$ cat config.mk
export PLATFORM = sky130hd
export DESIGN_NAME = power_boot_config_regs
export DESIGN_NICKNAME = d
export VERILOG_FILES = /design/src/shared/power_boot_pkg.sv /design/src/core/power_boot_config_regs.sv
export SDC_FILE = /design/constraint.sdc
export NUM_CORES = 1
export LEC_CHECK = 0
export BUFFER_PORTS_ARGS = -buffer_cell sky130_fd_sc_hd__buf_2
export CAP_MARGIN = 15
export CORE_ASPECT_RATIO = 1.25
export CORE_UTILIZATION = 40
export DETAILED_ROUTE_END_ITERATION = 8
export GPL_ROUTABILITY_DRIVEN = 0
export PLACE_DENSITY = 0.66
export SYNTH_ARGS = -nofsm -noshare
export SYNTH_HDL_FRONTEND = slang
export SYNTH_SLANG_ARGS = --single-unit
$ cat constraint.sdc
create_clock -name mclk -period 1.5 [get_ports mclk]
set_input_delay 0 -clock mclk [delete_from_list [all_inputs] [get_ports mclk]]
set_output_delay 0 -clock mclk [all_outputs]
set_load 0.01 [all_outputs]
$ cat src/shared/power_boot_pkg.sv
// Constants and types for the power control and startup configuration registers
package power_boot_pkg;

    // Register byte offsets
    localparam logic [7:0]  STARTUP_CFG_OFFSET = 8'h50;
    localparam logic [7:0]  POWER_CTRL_OFFSET  = 8'h54;

    // Reset values
    localparam logic [15:0] STARTUP_CFG_RESET = 16'h0000;
    localparam logic [15:0] POWER_CTRL_RESET  = 16'h0000;

    // Startup configuration fields
    localparam int USB_FILT_BIT  = 3;
    localparam int SERIAL0_BIT   = 2;
    localparam int BOOT_LSB      = 0;
    localparam int BOOT_MSB      = 1;

    // Startup memory encodings
    localparam logic [1:0]  BOOT_FLASH    = 2'h0;
    localparam logic [1:0]  BOOT_SYSMEM   = 2'h1;
    localparam logic [1:0]  BOOT_RAM      = 2'h2;
    localparam logic [1:0]  BOOT_EXTERNAL = 2'h3;

    // Power control fields
    localparam int UNLOCK_BIT    = 15;
    localparam int BUSY_BIT      = 14;
    localparam int WAKE_BIT      = 13;
    localparam int VSTABLE_BIT   = 12;
    localparam int FLASH_LOW_POWER_SELECT_BIT  = 9;
    localparam int UV_DIS_BIT    = 8;
    localparam int SLOW_OSC_BYPASS_BIT   = 7;
    localparam int PWR_DOWN_BIT  = 6;
    localparam int BKP_BYP_BIT   = 5;
    localparam int BKP_LP_BIT    = 4;
    localparam int MAIN_BYP_BIT  = 3;

    // Unlock window and flash low-power ceiling
    localparam int UNLOCK_CYCLES    = 64;
    localparam int FLASH_LOW_POWER_SELECT_MAX_MHZ = 33;

    // Pin synchroniser lanes
    localparam int PIN_COUNT     = 7;
    localparam int PIN_BOOT0     = 0;
    localparam int PIN_BOOT1     = 1;
    localparam int PIN_WAKE      = 2;
    localparam int PIN_INT_WAKE  = 3;
    localparam int PIN_VSTABLE   = 4;
    localparam int PIN_ACK       = 5;
    localparam int PIN_USB_STBY  = 6;
    localparam logic [1:0] BOOT_SETTLE = 2'h3;

    // Backup write handshake states
    typedef enum logic [1:0] {
        HS_IDLE = 2'b01,
        HS_WAIT = 2'b10
    } hs_state_type;

endpackage

$ cat src/core/power_boot_config_regs.sv
// Power control and startup configuration registers behind an APB slave
//
// Added by the designer: the APB slave port.
`timescale 1ns/1ps

module power_boot_config_regs
    import power_boot_pkg::*;
#(
    parameter int ADDR_W        = 8,
    parameter int UNLOCK_WINDOW = UNLOCK_CYCLES
) (
    input  wire logic              mclk,
    input  wire logic              rst,
    input  wire logic [ADDR_W-1:0] paddr,
    input  wire logic              psel,
    input  wire logic              penable,
    input  wire logic              pwrite,
    input  wire logic [31:0]       pwdata,
    output logic [31:0]            prdata,
    output logic                   pready,
    output logic                   pslverr,
    input  wire logic [1:0]        bootPins,
    input  wire logic              wakePin,
    input  wire logic              internalWake,
    input  wire logic              regulatorStable,
    input  wire logic              backupAck,
    input  wire logic              usbStandby,
    input  wire logic              lowPowerMode,
    output logic                   usbFilterActive,
    output logic                   serialPortZeroActive,
    output logic                   sharedPinsForOthers,
    output logic [1:0]             bootAliasSelect,
    output logic                   flashBurstEnable,
    output logic                   flashWaitOnNonSeq,
    output logic                   undervoltageResetEnable,
    output logic                   slowOscRunning,
    output logic                   powerDownActive,
    output logic                   mainRegulatorOn,
    output logic                   backupRegulatorOn,
    output logic                   coreExternalSupply,
    output logic                   backupWriteToggle
);

    ////////////////////////////////////////////////////////////////////////
    // Helpers

    // Filtered level follows once two late stages agree
    function automatic logic [PIN_COUNT-1:0] agree_filter(
        input logic [PIN_COUNT-1:0] b,
        input logic [PIN_COUNT-1:0] c,
        input logic [PIN_COUNT-1:0] held
    );
        agree_filter = (b & c) | (held & (b ^ c));
    endfunction

    ////////////////////////////////////////////////////////////////////////
    // Pin synchronisers

    logic [PIN_COUNT-1:0] syncA_reg;
    logic [PIN_COUNT-1:0] syncB_reg;
    logic [PIN_COUNT-1:0] syncC_reg;
    logic [PIN_COUNT-1:0] pinLevel_reg;
    logic [PIN_COUNT-1:0] pinLevel_next;
    logic [PIN_COUNT-1:0] pinRaw;

    assign pinRaw = {usbStandby, backupAck, regulatorStable,
                     internalWake, wakePin, bootPins[1], bootPins[0]};

    // Agreement filter after the third stage
    always_comb begin
        pinLevel_next = agree_filter(syncB_reg, syncC_reg, pinLevel_reg);
    end

    // Three stage chain
    always_ff @(posedge mclk) begin
        if (rst) begin
            syncA_reg    <= '0;
            syncB_reg    <= '0;
            syncC_reg    <= '0;
            pinLevel_reg <= '0;
        end else begin
            syncA_reg    <= pinRaw;
            syncB_reg    <= syncA_reg;
            syncC_reg    <= syncB_reg;
            pinLevel_reg <= pinLevel_next;
        end
    end

    logic wakeActive;
    assign wakeActive = pinLevel_reg[PIN_WAKE] | pinLevel_reg[PIN_INT_WAKE];

    ////////////////////////////////////////////////////////////////////////
    // APB slave, one wait state

    logic        pready_reg;
    logic        pready_next;
    logic [31:0] prdata_reg;
    logic [31:0] prdata_next;
    logic        pslverr_reg;
    logic        pslverr_next;
    logic        hitStartup;
    logic        hitPower;
    logic        writeStrobe;
    logic [15:0] startupRead;
    logic [15:0] powerRead;

    assign hitStartup  = (paddr[7:0] == STARTUP_CFG_OFFSET);
    assign hitPower    = (paddr[7:0] == POWER_CTRL_OFFSET);
    assign writeStrobe = psel & penable & pready_reg & pwrite;

    // Answer one cycle into the access phase
    always_comb begin
        pready_next  = 1'b0;
        prdata_next  = prdata_reg;
        pslverr_next = 1'b0;
        if (psel && penable && !pready_reg) begin
            pready_next  = 1'b1;
            pslverr_next = !(hitStartup || hitPower);
            prdata_next  = 32'h0000_0000;
            if (!pwrite && hitStartup) begin
                prdata_next = {16'h0000, startupRead};
            end else if (!pwrite && hitPower) begin
                prdata_next = {16'h0000, powerRead};
            end
        end
    end

    // Bus answer registers
    always_ff @(posedge mclk) begin
        if (rst) begin
            pready_reg  <= 1'b0;
            prdata_reg  <= 32'h0000_0000;
            pslverr_reg <= 1'b0;
        end else begin
            pready_reg  <= pready_next;
            prdata_reg  <= prdata_next;
            pslverr_reg <= pslverr_next;
        end
    end

    assign pready  = pready_reg;
    assign prdata  = prdata_reg;
    assign pslverr = pslverr_reg;

    ////////////////////////////////////////////////////////////////////////
    // Startup configuration

    logic [3:0] startup_reg;
    logic [3:0] startup_next;
    logic [1:0] settle_reg;
    logic [1:0] settle_next;
    logic       bootLoaded_reg;
    logic       bootLoaded_next;

    assign startupRead = {12'h000, startup_reg};

    // Boot pins caught once the chain has settled after release
    always_comb begin
        startup_next    = startup_reg;
        settle_next     = settle_reg;
        bootLoaded_next = bootLoaded_reg;
        if (!bootLoaded_reg) begin
            if (settle_reg == BOOT_SETTLE) begin
                startup_next[BOOT_MSB:BOOT_LSB] =
                    {pinLevel_next[PIN_BOOT1], pinLevel_next[PIN_BOOT0]};
                bootLoaded_next = 1'b1;
            end else begin
                settle_next = settle_reg + 2'h1;
            end
        end else if (writeStrobe && hitStartup) begin
            startup_next = pwdata[3:0];
        end
    end

    // Startup configuration registers
    always_ff @(posedge mclk) begin
        if (rst) begin
            startup_reg    <= STARTUP_CFG_RESET[3:0];
            settle_reg     <= 2'h0;
            bootLoaded_reg <= 1'b0;
        end else begin
            startup_reg    <= startup_next;
            settle_reg     <= settle_next;
            bootLoaded_reg <= bootLoaded_next;
        end
    end

    ////////////////////////////////////////////////////////////////////////
    // Power control

    logic       unlock_reg;
    logic       unlock_next;
    logic [6:0] unlockCnt_reg;
    logic [6:0] unlockCnt_next;
    logic [6:0] powerBits_reg;
    logic [6:0] powerBits_next;
    logic       powerWrite;
    logic       busy;

    // Stored bits: flash_low_power_select, uv dis, slow_osc_bypass, pwr dn, bkp byp, bkp lp, main byp
    localparam int PB_FLASH = 6;
    localparam int PB_UV    = 5;
    localparam int PB_OSC   = 4;
    localparam int PB_PD    = 3;
    localparam int PB_BBYP  = 2;
    localparam int PB_BLP   = 1;
    localparam int PB_MBYP  = 0;
    localparam logic [6:0] UNLOCK_LAST = 7'(UNLOCK_WINDOW - 1);

    assign powerWrite = writeStrobe && hitPower && !busy;

    assign powerRead = {unlock_reg, busy, wakeActive,
                        pinLevel_reg[PIN_VSTABLE],
                        2'b00,
                        powerBits_reg,
                        3'b000};

    // Unlock window and locked writes
    always_comb begin
        unlock_next    = unlock_reg;
        unlockCnt_next = unlockCnt_reg;
        powerBits_next = powerBits_reg;
        if (unlock_reg) begin
            if (unlockCnt_reg == UNLOCK_LAST) begin
                unlock_next    = 1'b0;
                unlockCnt_next = 7'h00;
            end else begin
                unlockCnt_next = unlockCnt_reg + 7'h01;
            end
        end
        if (powerWrite) begin
            if (pwdata[UNLOCK_BIT] && !unlock_reg) begin
                unlock_next    = 1'b1;
                unlockCnt_next = 7'h00;
            end
            if (pwdata[UNLOCK_BIT]) begin
                powerBits_next[PB_FLASH] = pwdata[FLASH_LOW_POWER_SELECT_BIT];
            end
            if (unlock_reg) begin
                powerBits_next[PB_UV] = powerBits_reg[PB_UV]
                                      | pwdata[UV_DIS_BIT];
                powerBits_next[PB_OSC]  = pwdata[SLOW_OSC_BYPASS_BIT];
                powerBits_next[PB_BBYP] = pwdata[BKP_BYP_BIT];
                powerBits_next[PB_BLP]  = pwdata[BKP_LP_BIT];
                powerBits_next[PB_MBYP] = pwdata[MAIN_BYP_BIT];
                if (!pwdata[PWR_DOWN_BIT] || !wakeActive) begin
                    powerBits_next[PB_PD] = pwdata[PWR_DOWN_BIT];
                end
            end
        end
    end

    // Power control registers
    always_ff @(posedge mclk) begin
        if (rst) begin
            unlock_reg    <= POWER_CTRL_RESET[UNLOCK_BIT];
            unlockCnt_reg <= 7'h00;
            powerBits_reg <= POWER_CTRL_RESET[9:3];
        end else begin
            unlock_reg    <= unlock_next;
            unlockCnt_reg <= unlockCnt_next;
            powerBits_reg <= powerBits_next;
        end
    end

    ////////////////////////////////////////////////////////////////////////
    // Backup logic handshake

    hs_state_type hsState_reg;
    hs_state_type hsState_next;
    logic         reqToggle_reg;
    logic         reqToggle_next;
    logic         ackSeen_reg;
    logic         ackSeen_next;

    assign busy = (hsState_reg == HS_WAIT);

    // Toggle out per accepted write, wait for ack toggle back
    always_comb begin
        hsState_next   = hsState_reg;
        reqToggle_next = reqToggle_reg;
        ackSeen_next   = ackSeen_reg;
        unique case (hsState_reg)
            HS_IDLE: begin
                if (powerWrite) begin
                    reqToggle_next = !reqToggle_reg;
                    hsState_next   = HS_WAIT;
                end
            end
            HS_WAIT: begin
                if (pinLevel_reg[PIN_ACK] != ackSeen_reg) begin
                    ackSeen_next = pinLevel_reg[PIN_ACK];
                    hsState_next = HS_IDLE;
                end
            end
            default: begin
                hsState_next = HS_IDLE;
            end
        endcase
    end

    // Handshake registers
    always_ff @(posedge mclk) begin
        if (rst) begin
            hsState_reg   <= HS_IDLE;
            reqToggle_reg <= 1'b0;
            ackSeen_reg   <= 1'b0;
        end else begin
            hsState_reg   <= hsState_next;
            reqToggle_reg <= reqToggle_next;
            ackSeen_reg   <= ackSeen_next;
        end
    end

    ////////////////////////////////////////////////////////////////////////
    // Registered control outputs

    logic [13:0] ctrl_reg;
    logic [13:0] ctrl_next;
    logic        pdEffective;

    assign pdEffective = powerBits_reg[PB_PD] & !wakeActive;

    // Decode of stored bits into control levels
    always_comb begin
        ctrl_next[0]    = startup_reg[USB_FILT_BIT]
                        & pinLevel_reg[PIN_USB_STBY];
        ctrl_next[1]    = startup_reg[SERIAL0_BIT];
        ctrl_next[2]    = !startup_reg[SERIAL0_BIT];
        ctrl_next[4:3]  = startup_reg[BOOT_MSB:BOOT_LSB];
        ctrl_next[5]    = !powerBits_reg[PB_FLASH];
        ctrl_next[6]    = !powerBits_reg[PB_FLASH];
        ctrl_next[7]    = !powerBits_reg[PB_UV];
        ctrl_next[8]    = !powerBits_reg[PB_OSC];
        ctrl_next[9]    = pdEffective;
        ctrl_next[10]   = !pdEffective
                        & !powerBits_reg[PB_MBYP]
                        & !(powerBits_reg[PB_BLP]
                            & lowPowerMode);
        ctrl_next[11]   = !powerBits_reg[PB_BBYP];
        ctrl_next[12]   = powerBits_reg[PB_MBYP];
        ctrl_next[13]   = reqToggle_reg;
    end

    // Output flops
    always_ff @(posedge mclk) begin
        if (rst) begin
            ctrl_reg <= 14'h0DE4;
        end else begin
            ctrl_reg <= ctrl_next;
        end
    end

    assign usbFilterActive         = ctrl_reg[0];
    assign serialPortZeroActive    = ctrl_reg[1];
    assign sharedPinsForOthers     = ctrl_reg[2];
    assign bootAliasSelect         = ctrl_reg[4:3];
    assign flashBurstEnable        = ctrl_reg[5];
    assign flashWaitOnNonSeq       = ctrl_reg[6];
    assign undervoltageResetEnable = ctrl_reg[7];
    assign slowOscRunning          = ctrl_reg[8];
    assign powerDownActive         = ctrl_reg[9];
    assign mainRegulatorOn         = ctrl_reg[10];
    assign backupRegulatorOn       = ctrl_reg[11];
    assign coreExternalSupply      = ctrl_reg[12];
    assign backupWriteToggle       = ctrl_reg[13];

endmodule

After elaboration in Yosys (flattened, before gate mapping)
Cells that the tools add are included.
- $add $sub $neg: 2
- equality and inequality tests: 10
- mux-type cells: 19
- bitwise logic cells: 17
- reductions and logical operators: 37
- operators by type and width (operator ; count):
    16-bit 2-to-1 mux ; 2
    7-bit 2-to-1 mux ; 4
    8-bit by 7-bit equality test with 1-bit output (second input constant) ; 2
    1-bit logical NOT ; 16
    2-bit AND reduction ; 8
    7-bit AND ; 2
    2-bit 2-to-1 mux ; 5
    1-bit AND ; 8
    1-bit logical AND ; 8
    7-bit by 1-bit adder with 7-bit output (second input constant) ; 1
    7-bit by 6-bit equality test with 1-bit output (second input constant) ; 1
    1-bit 2-to-1 mux ; 7
    7-bit bitwise OR ; 1
    7-bit XOR ; 1
    2-bit equality test (second input constant) ; 2
    2-bit by 1-bit inequality test with 1-bit output (second input constant) ; 2
    2-bit case mux with 2 select lines ; 1
    1-bit NOT ; 3
    3-bit AND reduction ; 1
    2-bit by 1-bit adder with 2-bit output (second input constant) ; 1
    2-bit by 1-bit equality test with 1-bit output (second input constant) ; 1
    1-bit logical OR ; 2
    2-bit inequality test (second input constant) ; 1
    1-bit bitwise OR ; 2
    other kinds (3) ; 3
- register bits: 102
- output and inout port bits: 48

Depth between registers and ports, before layout
Gate-level depths: netlist (run 1).
- depth in word-level cells: 7
- depth in mapped cells: 6

Worst setup path after synthesis (run 1)
No wires, ideal clock.
- path type: reg-to-reg
- from: reg pready_reg (netlist: pready)
- to: reg reqToggle_reg
- setup time: 0.071 ns
- arrival: 1.370 ns
- data required time: 1.429 ns
- setup slack: 0.060 ns
- stages on the path, launching flop included: 5
- buffers on the path: 0
- period minus slack after synthesis: 1.440 ns
- path through: dfxtp_1 -> and4_1 -> nand4_1 -> or3_1 -> a21oi_1
- cells in the longest elaborated chain, start to end: 5
- ends and longest elaborated chain (what ; RTL line ; RTL):
    start: declaration ; power_boot_config_regs.sv:95 ; logic pready_reg;
    start signal: assignment ; power_boot_config_regs.sv:135 ; pready_reg <= pready_next;
    1-bit AND (2 in a row) ; power_boot_config_regs.sv:109 ; assign writeStrobe = psel & penable & pready_reg & pwrite;
    1-bit logical AND (2 in a row) ; power_boot_config_regs.sv:210 ; assign powerWrite = writeStrobe && hitPower && !busy;
    2-bit AND reduction (no source line) ; -- ;
    end signal: assignment ; power_boot_config_regs.sv:310 ; reqToggle_reg <= reqToggle_next;
    end: declaration ; power_boot_config_regs.sv:271 ; logic reqToggle_reg;
Every way passes these cells.
A chain may end at the register's enable or synchronous reset.

Final worst setup path (run 1)
- from: reg syncB_reg[0]
- to: reg startup_reg[0]
- cells in the longest elaborated chain, start to end: 5
- elaborated cells on any way between the ends: 6
- ends and longest elaborated chain (what ; RTL line ; RTL):
    start: declaration ; power_boot_config_regs.sv:60 ; logic [PIN_COUNT-1:0] syncB_reg;
    start signal: assignment ; power_boot_config_regs.sv:83 ; syncB_reg <= syncA_reg;
    7-bit XOR ; power_boot_config_regs.sv:53 ; agree_filter = (b & c) | (held & (b ^ c));
    7-bit AND ; power_boot_config_regs.sv:53 ;
    7-bit bitwise OR * ; power_boot_config_regs.sv:53 ;
    2-bit 2-to-1 mux * ; power_boot_config_regs.sv:163 ; if (settle_reg == BOOT_SETTLE) begin
    2-bit 2-to-1 mux * ; power_boot_config_regs.sv:162 ; if (!bootLoaded_reg) begin
    end signal: assignment ; power_boot_config_regs.sv:178 ; startup_reg <= STARTUP_CFG_RESET[3:0];
    end signal: assignment ; power_boot_config_regs.sv:182 ; startup_reg <= startup_next;
    end: declaration ; power_boot_config_regs.sv:148 ; logic [3:0] startup_reg;
Every way passes the cells marked *; elsewhere a longest branch is shown, timed or not. The select of a mux whose other input is x is not followed.

==> results of run 1 <==
-- path summary, 6_finish.rpt --
| check | startpoint | end | slack (ps) | depth (start not counted) |
|---|---|---|---|---|
| worst max-delay path | syncB_reg[0] | startup_reg[0] | 120 | 5 |
| worst min-delay path | rst | pready | 40 | 3 |
| worst max register to register | syncB_reg[0] | startup_reg[0] | 120 | 5 |
| worst min register to register | powerBits_reg[2] | ctrl_reg[11] | 400 | 1 |
-- routing by layer --
| layer | vias to the layer above | part of all wire | track usage |
|---|---|---|---|
| met1 | 1080 | 0.45 | 0.196 |
| li1 | 1209 | - | - |
| met5 | - | 0 | 0 |
| met2 | 65 | 0.49 | 0.278 |
| met4 | 0 | 0.017 | 0.0742 |
| met3 | 8 | 0.043 | 0.0436 |
-- through the flow --
stage | cells | power, uW | util | setup TNS, ps
floorplan | 327 | 2530 | - | 0
global placement | 466 | 2610 | 0.471 | 0
detailed placement | 466 | 2620 | 0.471 | -5.27
CTS | 499 | 4300 | 0.522 | 0
global route | 499 | 4460 | 0.523 | 0
finish | 499 | 4260 | 0.523 | 0
-- power by group --
part | internal (uW) | switching (uW)
clock network | 828 | 827
registers | 2250 | 24.3
logic | 153 | 168
-- cells by family after synthesis --
kind of cell	synth area share
AND/OR/NAND/NOR	0.212
flip-flops	0.542
AO/OA/AOI/OAI	0.107
buffers and inverters	0.0665
adder cells (fa/ha/maj)	0.0367
multiplexers	0.0204
XOR/XNOR	0.0143
other	0.00122
-- cell type report --
class | count | area (um^2)
repair buffers | 94 | 596
inverters | 5 | 18.8
clock inverters | 6 | 71.3
flip-flops and latches | 83 | 1660
well taps | 92 | 115
fillers | 718 | 3530
clock buffers | 10 | 138
multi-input cells | 209 | 1270
-- synthesized netlist by cell type (all sizes together) (4+ instances only) --
| master | instances | area share |
|---|---|---|
| a21oi | 21 | 0.034 |
| nor2 | 29 | 0.035 |
| dfxtp | 83 | 0.54 |
| clkbuf | 7 | 0.0086 |
| a22o | 8 | 0.023 |
| ha | 9 | 0.037 |
| mux2i | 4 | 0.013 |
| nand2b | 4 | 0.0082 |
| nand4 | 7 | 0.014 |
| o21ai | 9 | 0.015 |
| nor3 | 7 | 0.011 |
| nand3 | 6 | 0.0098 |
| nand2 | 25 | 0.031 |
| buf | 23 | 0.052 |
| inv | 5 | 0.0061 |
| nor2b | 28 | 0.057 |
-- timing repair --
item,CTS,global route
gates resized for setup,0,3
setup endpoints to repair,0,6
endpoints found under the hold margin,18,0
hold buffers,17,0
-- worst register-to-register path, stage by stage, from the launching register on --
cell and delay (ps):
dfxtp_1 320, ha_1 290, a21oi_1 220, o21a_1 140
nor2_1 40, mux2_2 260
==> results.tsv, run 1 <==
stage	metric	value	unit
power	peak supply drop	0.000595	V
layout	Final Instance Area	0.00387	mm^2
layout	Net count, final	464	
setup_path	CP max stage cell	dfxtp_1	
timing	count of final hold-check violations	0	
timing	Pins Over Slew Limit	0	
logic_synthesis	EDFF count, synth	0	
floorplanning	DIE AREA	0.00802	mm^2
logic_synthesis	register bit count reported by yosys	83	
layout	max reg flops	14	
clock_network	worst-skew pair later-pin latency	360	ps
global_route	initial antenna violation count	0	
clock_network	post-CTS setup buffer count	0	
global_route	aggregate global routing overflow	0	
layout	share of cells above drive strength 1	0.260	
clock_network	clk slew on worst S/H paths	90	ps
route	drt via density	4.73	
logic_synthesis	Netlist cell types	45	
global_route	largest net degree at the start of global routing	30	
route	final WL	6.14	mm
logic_synthesis	mapped cell area	0.00307	mm^2
layout	most frequent cells in the layout	dfxtp_1 (83), buf_2 (61), nor2b_1 (28), nor2_1 (28), nand2_1 (24)	
timing	max frequency	0.724	GHz
global_route	GRT Util Overall	0.165	
timing	Setup violations, final	0	
logic_synthesis	sequential share of the synthesized area	0.542	
logic_synthesis	Async SR Flop Fraction	0	
power	Pwr Density	1100	mW/mm^2
setup_path	Top delay family on crit path	compound AO/OA/AOI/OAI gates	
logic_synthesis	syn_area_per_cell	9.89	um^2
setup_path	critical-path cell list	ha_1 -> a21oi_1 -> o21a_1 -> nor2_1 -> mux2_2	
layout	Area growth syn-to-layout	26.2	%
floorplanning	Die Y	99.9	um
route	DRT Pass-1 Iters	4	
timing	RSZ-0062 raised after global routing	false	
layout	Diodes inserted	0	
timing	Final Skew	11.2	ps
clock_network	CTS tree	built	
place	Port Buffers	61	
floorplanning	IO Count	101	
floorplanning	Initial Util	0.414	
setup_path	CP Data Required Time	1750	ps
clock_network	root buffer cell	clkbuf_8	
setup_path	Critical path buffers and inverters	0	
setup_path	WP data arrival	1630	ps
route	per-cell routed wire length	12.3	um
clock_network	Clock Sinks	83	
logic_synthesis	prevailing post-synth register cell	dfxtp_1	
run	Max-Cap Viols	0	
floorplanning	die width	80.3	um
run_status	outcome	finished, final reports clean	
floorplanning	Rows	35	
route	ANT nets after route	0	
setup_path	Worst Setup Start Kind	register	
power	leakage power total	0.00170	uW
clock_network	Max clock buf depth	2	
place	DP Area	0.00349	mm^2
route	Vias	2362	
route	number of remaining DRC errors	0	
place	dpl ws	-5.27	ps
setup_path	crit path capture type	register	
route	initial DRC count	86	
setup_path	Worst Setup Path Type	register to register	
setup_path	CP max FO	2	
timing	final critical-path required period	1380	ps
timing	fin crit share	0.920	
clock_network	H-tree levels	3	
timing	Worst Hold Slack	37.2	ps
layout	most common cell after layout, fill and taps aside	dfxtp_1	
hold_path	worst min path class	input port to register	
place	DP Wirelength	4.50	mm
floorplanning	core area	0.00740	mm^2
timing	worst setup margin	119	ps
logic_synthesis	Synth Instances	310	
setup_path	CP max stage delay	320	ps
clock_network	total CTS buffers	9	
global_route	vias in the first global route	2207	
global_route	first-pass GRT wire length	9.94	mm
logic_synthesis	Ys Warns	0	
(Power assumes the default switching activity.)
==> run 2, diff against run 1 <==
CORE_MARGIN = 2   (was default)
CTS_BUF_LIST = sky130_fd_sc_hd__clkbuf_2   (was default)
==> results.tsv, run 2 (synthesis results as in run 1) <==
stage	metric	value	unit	change
setup_path	Worst Setup Start Kind	input port		
setup_path	CP max stage cell	dlygate4sd3_1		
place	DP Wirelength	4.54	mm	+0.94%
timing	Final Skew	31.9	ps	+20.7 ps
layout	post-layout util	0.529		+0.00642
global_route	initial antenna violation count	0		unchanged
floorplanning	Rows	35		unchanged
route	DRT Pass-1 Iters	4		unchanged
timing	count of final hold-check violations	0		unchanged
floorplanning	Initial Util	0.414		unchanged
route	per-cell routed wire length	12.5	um	+1.6%
run	Max-Cap Viols	0		unchanged
floorplanning	Die Y	102	um	+2.0%
layout	Net count, final	476		+2.6%
clock_network	Clock Sinks	83		unchanged
place	Port Buffers	61		unchanged
setup_path	Top delay family on crit path	simple AND/OR/NAND/NOR gates		
global_route	GRT Util Overall	0.163		-0.00229
layout	area of the multi-input gates	0.00127	mm^2	+0.39%
power	leakage power total	0.00172	uW	+1.6%
setup_path	crit path capture type	register		
clock_network	total CTS buffers	9		unchanged
route	ANT nets after route	0		unchanged
setup_path	CP max stage delay	550	ps	+230 ps
setup_path	WP data arrival	1870	ps	+240 ps
timing	Worst Hold Slack	34.7	ps	-2.42 ps
route	final WL	6.39	mm	+4.1%
clock_network	H-tree levels	3		unchanged
route	drt via density	4.75		+0.30%
floorplanning	IO Count	101		unchanged
layout	Area growth syn-to-layout	27.7	%	
global_route	first-pass GRT wire length	10.2	mm	+2.8%
power	Reg power frac	0.601		+0.065
timing	Setup TNS Final	0	ps	unchanged
global_route	vias in the first global route	2223		+0.72%
timing	fin crit share	0.961		+0.0402
power	Int Power	2830	uW	-12%
layout	most frequent cells in the layout	dfxtp_1 (83), buf_2 (60), dlygate4sd3_1 (29)		
route	number of remaining DRC errors	0		unchanged
clock_network	root buffer cell	clkbuf_2		
power	switch share	0.257		+0.0173
floorplanning	DIE AREA	0.00839	mm^2	+4.5%
global_route	largest net degree at the start of global routing	42		+40%
clock_network	CTS tree	built		
layout	most common cell after layout, fill and taps aside	dfxtp_1		
timing	Pins Over Slew Limit	0		unchanged
timing	max frequency	0.694	GHz	-4.2%
timing	final critical-path required period	1440	ps	+60.2 ps
layout	share of cells above drive strength 1	0.251		-0.00985
run_status	outcome	finished, final reports clean		
power	peak supply drop	0.000536	V	-9.9%
layout	Seq. cell area	0.00166	mm^2	unchanged
setup_path	CP max FO	3		+1
timing	RSZ-0062 raised after global routing	false		
clock_network	worst-skew pair later-pin latency	530	ps	+170 ps
layout	fillers	707		-1.5%
layout	max reg flops	14		unchanged
timing	Setup violations, final	0		unchanged
hold_path	worst min path class	input port to register		
power	Comb pwr share	0.092		+0.016
clock_network	post-CTS setup buffer count	0		unchanged
floorplanning	core area	0.00740	mm^2	unchanged
power	Pwr Density	973	mW/mm^2	-12%
route	initial DRC count	79		-8.1%
clock_network	clk slew on worst S/H paths	220	ps	+130 ps
layout	Diodes inserted	0		unchanged
route	Vias	2426		+2.7%
setup_path	CP Data Required Time	1930	ps	+180 ps
floorplanning	die width	82.3	um	+2.5%
clock_network	Max clock buf depth	2		unchanged
setup_path	critical-path cell list	dlygate4sd3_1 -> buf_2 -> or4b_4 -> nor4b_4 -> nand2_2 -> a41o_1		
setup_path	Critical path buffers and inverters	2		+2
global_route	aggregate global routing overflow	0		unchanged
power	net switching power	978	uW	-4.0%
setup_path	Worst Setup Path Type	input port to register		
power	Clock power frac	0.308		-0.081
run 2: cell types whose count changed in the layout (fill, tap and decap cells not counted):
cell            previous run  this run
dlygate4sd3_1             17        29
clkbuf_8                  10         0
clkbuf_2                   0         9
buf_2                     61        60
buf_4                     16        15
buf_6                      0         1
clkinv_1                   0         1
dlymetal6s4s_1             0         1
o31ai_1                    1         0
o31ai_2                    0         1
run 2: final cells by class:
class / instances / share of cell area
Sequential cell: 83 / 0.424
Inverter: 5 / 0.00479
Clock buffer: 9 / 0.0115
Multi-Input combinational cell: 209 / 0.325
Timing Repair Buffer: 106 / 0.186
Clock inverter: 7 / 0.0192
Tap cell: 92 / 0.0294
run 2: per-stage QoR:
step                area (um^2)  instances  setup WS (ps)  power (uW)
floorplan                  3130        327           60.0        2530
finish                     3920        511           59.1        3810
CTS                        3910        512           26.7        3840
global route               3920        511           5.23        3980
global placement           3490        466           37.4        2610
detailed placement         3490        466           6.84        2620
run 2: repair_timing:
action,4_1_cts,5_1_grt
gates resized for setup,0,6
setup endpoints to repair,0,15
hold buffers,30,0
hold endpoints to repair,41,0
run 2: layer usage:
metal  track usage  vias up  part of all wire
met4        0.0731        0             0.019
li1              -     1230                 -
met5             0        -                 0
met1         0.186     1121              0.43
met2         0.283       64              0.50
met3        0.0406       11             0.054
run 2: power groups by stage:
stage | registers [uW] | logic [uW] | clock network (uW)
2_1_floorplan | 2330 | 201 | 0
3_3_place_gp | 2330 | 278 | 0
3_5_place_dp | 2330 | 285 | 0
4_1_cts | 2290 | 347 | 1200
5_1_grt | 2300 | 394 | 1290
6_report | 2290 | 349 | 1170
run 2: worst reg2reg max path, delay by kind of cell, from the launching register on:
family / cells / cell delay [ps]
flops: 1 / 370
simple gates: 3 / 870
compound gates: 1 / 130
run 2: final timing paths:
check | end | slack (ps) | depth (start not counted) | from
worst min-delay path | powerBits_reg[6] | 30 | 5 | paddr[6]
worst min register to register | ctrl_reg[11] | 420 | 1 | powerBits_reg[2]
worst max register to register | reqToggle_reg | 90 | 4 | pready
worst max-delay path | unlockCnt_reg[0] | 60 | 6 | paddr[1]
==> run 3, diff against run 2 <==
ABC_AREA = 1   (was default)
PLACE_DENSITY = default   (was 0.66)
==> results.tsv, run 3 <==
stage	metric	value	unit	change
layout	Area growth syn-to-layout	25.6	%	
hold_path	worst min path class	input port to register		
setup_path	CP max FO	15		+12
floorplanning	IO Count	101		unchanged
logic_synthesis	Area contributors post-synth	dfxtp_1 (51%), nor2_1 (9.7%), inv_1 (5.9%)		
route	drt via density	4.39		-7.5%
layout	Final Instance Area	0.00409	mm^2	+4.3%
hold_path	Hold EP	syncA_reg[3]		
logic_synthesis	mapped cell area	0.00325	mm^2	+6.1%
logic_synthesis	register bit count reported by yosys	83		unchanged
route	number of remaining DRC errors	0		unchanged
place	placed insts	537		+15%
layout	final std cells w/o fill	590		+15%
clock_network	worst-skew pair later-pin latency	520	ps	about the same
floorplanning	DIE AREA	0.00887	mm^2	+5.8%
timing	max frequency	0.687	GHz	-1.1%
clock_network	clk slew on worst S/H paths	200	ps	-20 ps
route	initial DRC count	72		-8.9%
layout	most frequent cells in the layout	nor2_1 (84), dfxtp_1 (83), buf_2 (61)		
logic_synthesis	Yosys top cell area share	0.511		-0.0311
logic_synthesis	sequential share of the synthesized area	0.511		-0.0311
floorplanning	Rows	36		+2.9%
logic_synthesis	EDFF count, synth	0		unchanged
timing	Pins Over Slew Limit	0		unchanged
clock_network	root buffer cell	clkbuf_2		
place	dpl ws	110	ps	+103 ps
timing	Setup TNS Final	0	ps	unchanged
logic_synthesis	top-count cell post-synth	nor2_1		
setup_path	Worst Setup Path Type	input port to register		
route	DRT Pass-1 Iters	4		unchanged
floorplanning	die width	84.7	um	+2.8%
setup_path	CP Data Required Time	1950	ps	+20 ps
setup_path	WP data arrival	1900	ps	+30 ps
setup_path	Worst Setup Start Kind	input port		
power	leakage power total	0.00194	uW	+13%
setup_path	R2R Path Start	unlock_reg		
global_route	aggregate global routing overflow	0		unchanged
layout	most common cell after layout, fill and taps aside	nor2_1		
global_route	vias in the first global route	2543		+14%
floorplanning	Die Y	105	um	+2.9%
setup_path	crit path capture type	register		
timing	worst setup margin	43.3	ps	-15.8 ps
setup_path	r2r setup slk	230	ps	+140 ps
logic_synthesis	Synth Instances	393		+27%
global_route	first-pass GRT wire length	11.0	mm	+7.5%
timing	Setup violations, final	0		unchanged
clock_network	total CTS buffers	9		unchanged
run_status	outcome	finished, final reports clean		
logic_synthesis	Netlist cell types	34		-24%
layout	share of cells above drive strength 1	0.214		-0.0365
clock_network	CTS tree	built		
timing	Slew @ Worst Pin	526	ps	
timing	Final Skew	14.4	ps	-17.5 ps
layout	post-layout util	0.521		-0.00777
layout	max reg flops	14		unchanged
layout	Net count, final	552		+16%
timing	fin crit share	0.971		+0.0105
setup_path	r2r worst-path depth	5		+1
global_route	GRT Util Overall	0.155		-0.00856
power	Pwr Density	974	mW/mm^2	+0.12%
floorplanning	Initial Util	0.415		+0.000700
logic_synthesis	post-synthesis cell type with the largest combined area	dfxtp_1		
setup_path	reg-to-reg endpoint	unlockCnt_reg[5]		
route	final WL	6.32	mm	-1.1%
clock_network	Max clock buf depth	2		unchanged
timing	relative max-transition margin	0.649		
global_route	largest net degree at the start of global routing	52		+24%
route	ANT nets after route	0		unchanged
clock_network	Clock Sinks	83		unchanged
timing	count of final hold-check violations	0		unchanged
floorplanning	core area	0.00784	mm^2	+5.9%
timing	final critical-path required period	1460	ps	+15.8 ps
logic_synthesis	syn_area_per_cell	8.28	um^2	-16%
logic_synthesis	Async SR Flop Fraction	0		unchanged
layout	Diodes inserted	0		unchanged
logic_synthesis	prevailing post-synth register cell	dfxtp_1		
place	DP Area	0.00357	mm^2	+2.3%
route	per-cell routed wire length	10.7	um	-14%
global_route	initial antenna violation count	0		unchanged
run	Max-Cap Viols	0		unchanged
place	DP Wirelength	4.28	mm	-5.8%
clock_network	H-tree levels	3		unchanged
power	peak supply drop	0.000548	V	+2.2%
place	Port Buffers	61		unchanged
logic_synthesis	Ys Warns	0		unchanged
hold_path	hold path start	internalWake		
hold_path	WHS Path Cells	4		-1
route	Vias	2591		+6.8%
logic_synthesis	Synth top cells by count	nor2_1 (84), dfxtp_1 (83), inv_1 (51), nand2_1 (45)		
run 3: changes by cell type after synthesis, moves of 4 or more:
cell / previous run / this run
a22o_1: 8 / 0
nand3_1: 6 / 13
nor2b_1: 28 / 0
nor2_1: 29 / 84
nand2_2: 1 / 6
nand2_1: 24 / 45
inv_1: 5 / 51
nor2_4: 0 / 4
nand2b_1: 4 / 0
nor3_1: 7 / 2
run 3: where the power goes:
group	internal [uW]	total (uW)	switching (uW)
Sequential	2280	2330	45.6
Clock	548	1270	721
Combinational	178	383	205
run 3: critical path: stages:
cell           delay [ps]
dlygate4sd3_1         520
buf_2                 100
nand2_1                50
dlygate4sd3_1         580
nor2_2                140
buf_6                 170
nand2_1               110
o31ai_2               230
run 3: cell type report:
class                      count  area (um^2)
multi-input combinational    239         1250
timing repair buffer         102          719
inverter                      55          206
clock inverter                 6         80.1
clock buffer                  10         50.0
sequential                    83         1660
tap                           95          119
fill                         767         3750
run 3: how the worst max path moves through the flow:
stage	slack, ps	cells past startpoint	end	from
after global placement	190	7	powerBits_reg[3]	pready
final	40	8	prdata[14]	psel
after global routing	-3	8	prdata[0]	paddr[0]
after CTS	30	8	prdata[14]	psel
after floorplan	300	8	powerBits_reg[3]	pready
after detailed placement	110	7	powerBits_reg[3]	pready
run 3: metrics by stage:
| step | total power, uW | hold slack [ps] |
|---|---|---|
| CTS | 4030 | 150 |
| detailed placement | 2690 | 208 |
| finish | 3980 | 203 |
| global placement | 2680 | 200 |
| global route | 4200 | 154 |
| floorplan | 2610 | 107 |
run 3: cells by family (layout without fill, tap and decap cells):
group / Yosys count / in the layout / synth area share
adder cells (fa/ha/maj): 9 / 9 / 0.0346
AO/OA/AOI/OAI: 36 / 36 / 0.0612
other: 1 / 18 / 0.00115
buffers and inverters: 88 / 173 / 0.130
flip-flops: 83 / 83 / 0.511
XOR/XNOR: 5 / 5 / 0.0135
AND/OR/NAND/NOR: 168 / 168 / 0.239
multiplexers: 3 / 3 / 0.00923
run 3: repair_timing:
item / CTS / global route
endpoints found under the setup margin: 0 / 9
hold buffers: 36 / 0
setup buffers: 0 / 2
hold endpoints to repair: 45 / 0
gates resized for setup: 0 / 5
run 3: per-layer routing:
layer / wire length, um / GRT usage / vias to the layer above / part of all wire
met5: 0 / 0 / - / 0
met4: 223 / 0.0828 / 0 / 0.035
met3: 230 / 0.0434 / 21 / 0.036
met2: 3160 / 0.265 / 52 / 0.50
met1: 2710 / 0.171 / 1154 / 0.43
li1: - / - / 1364 / -
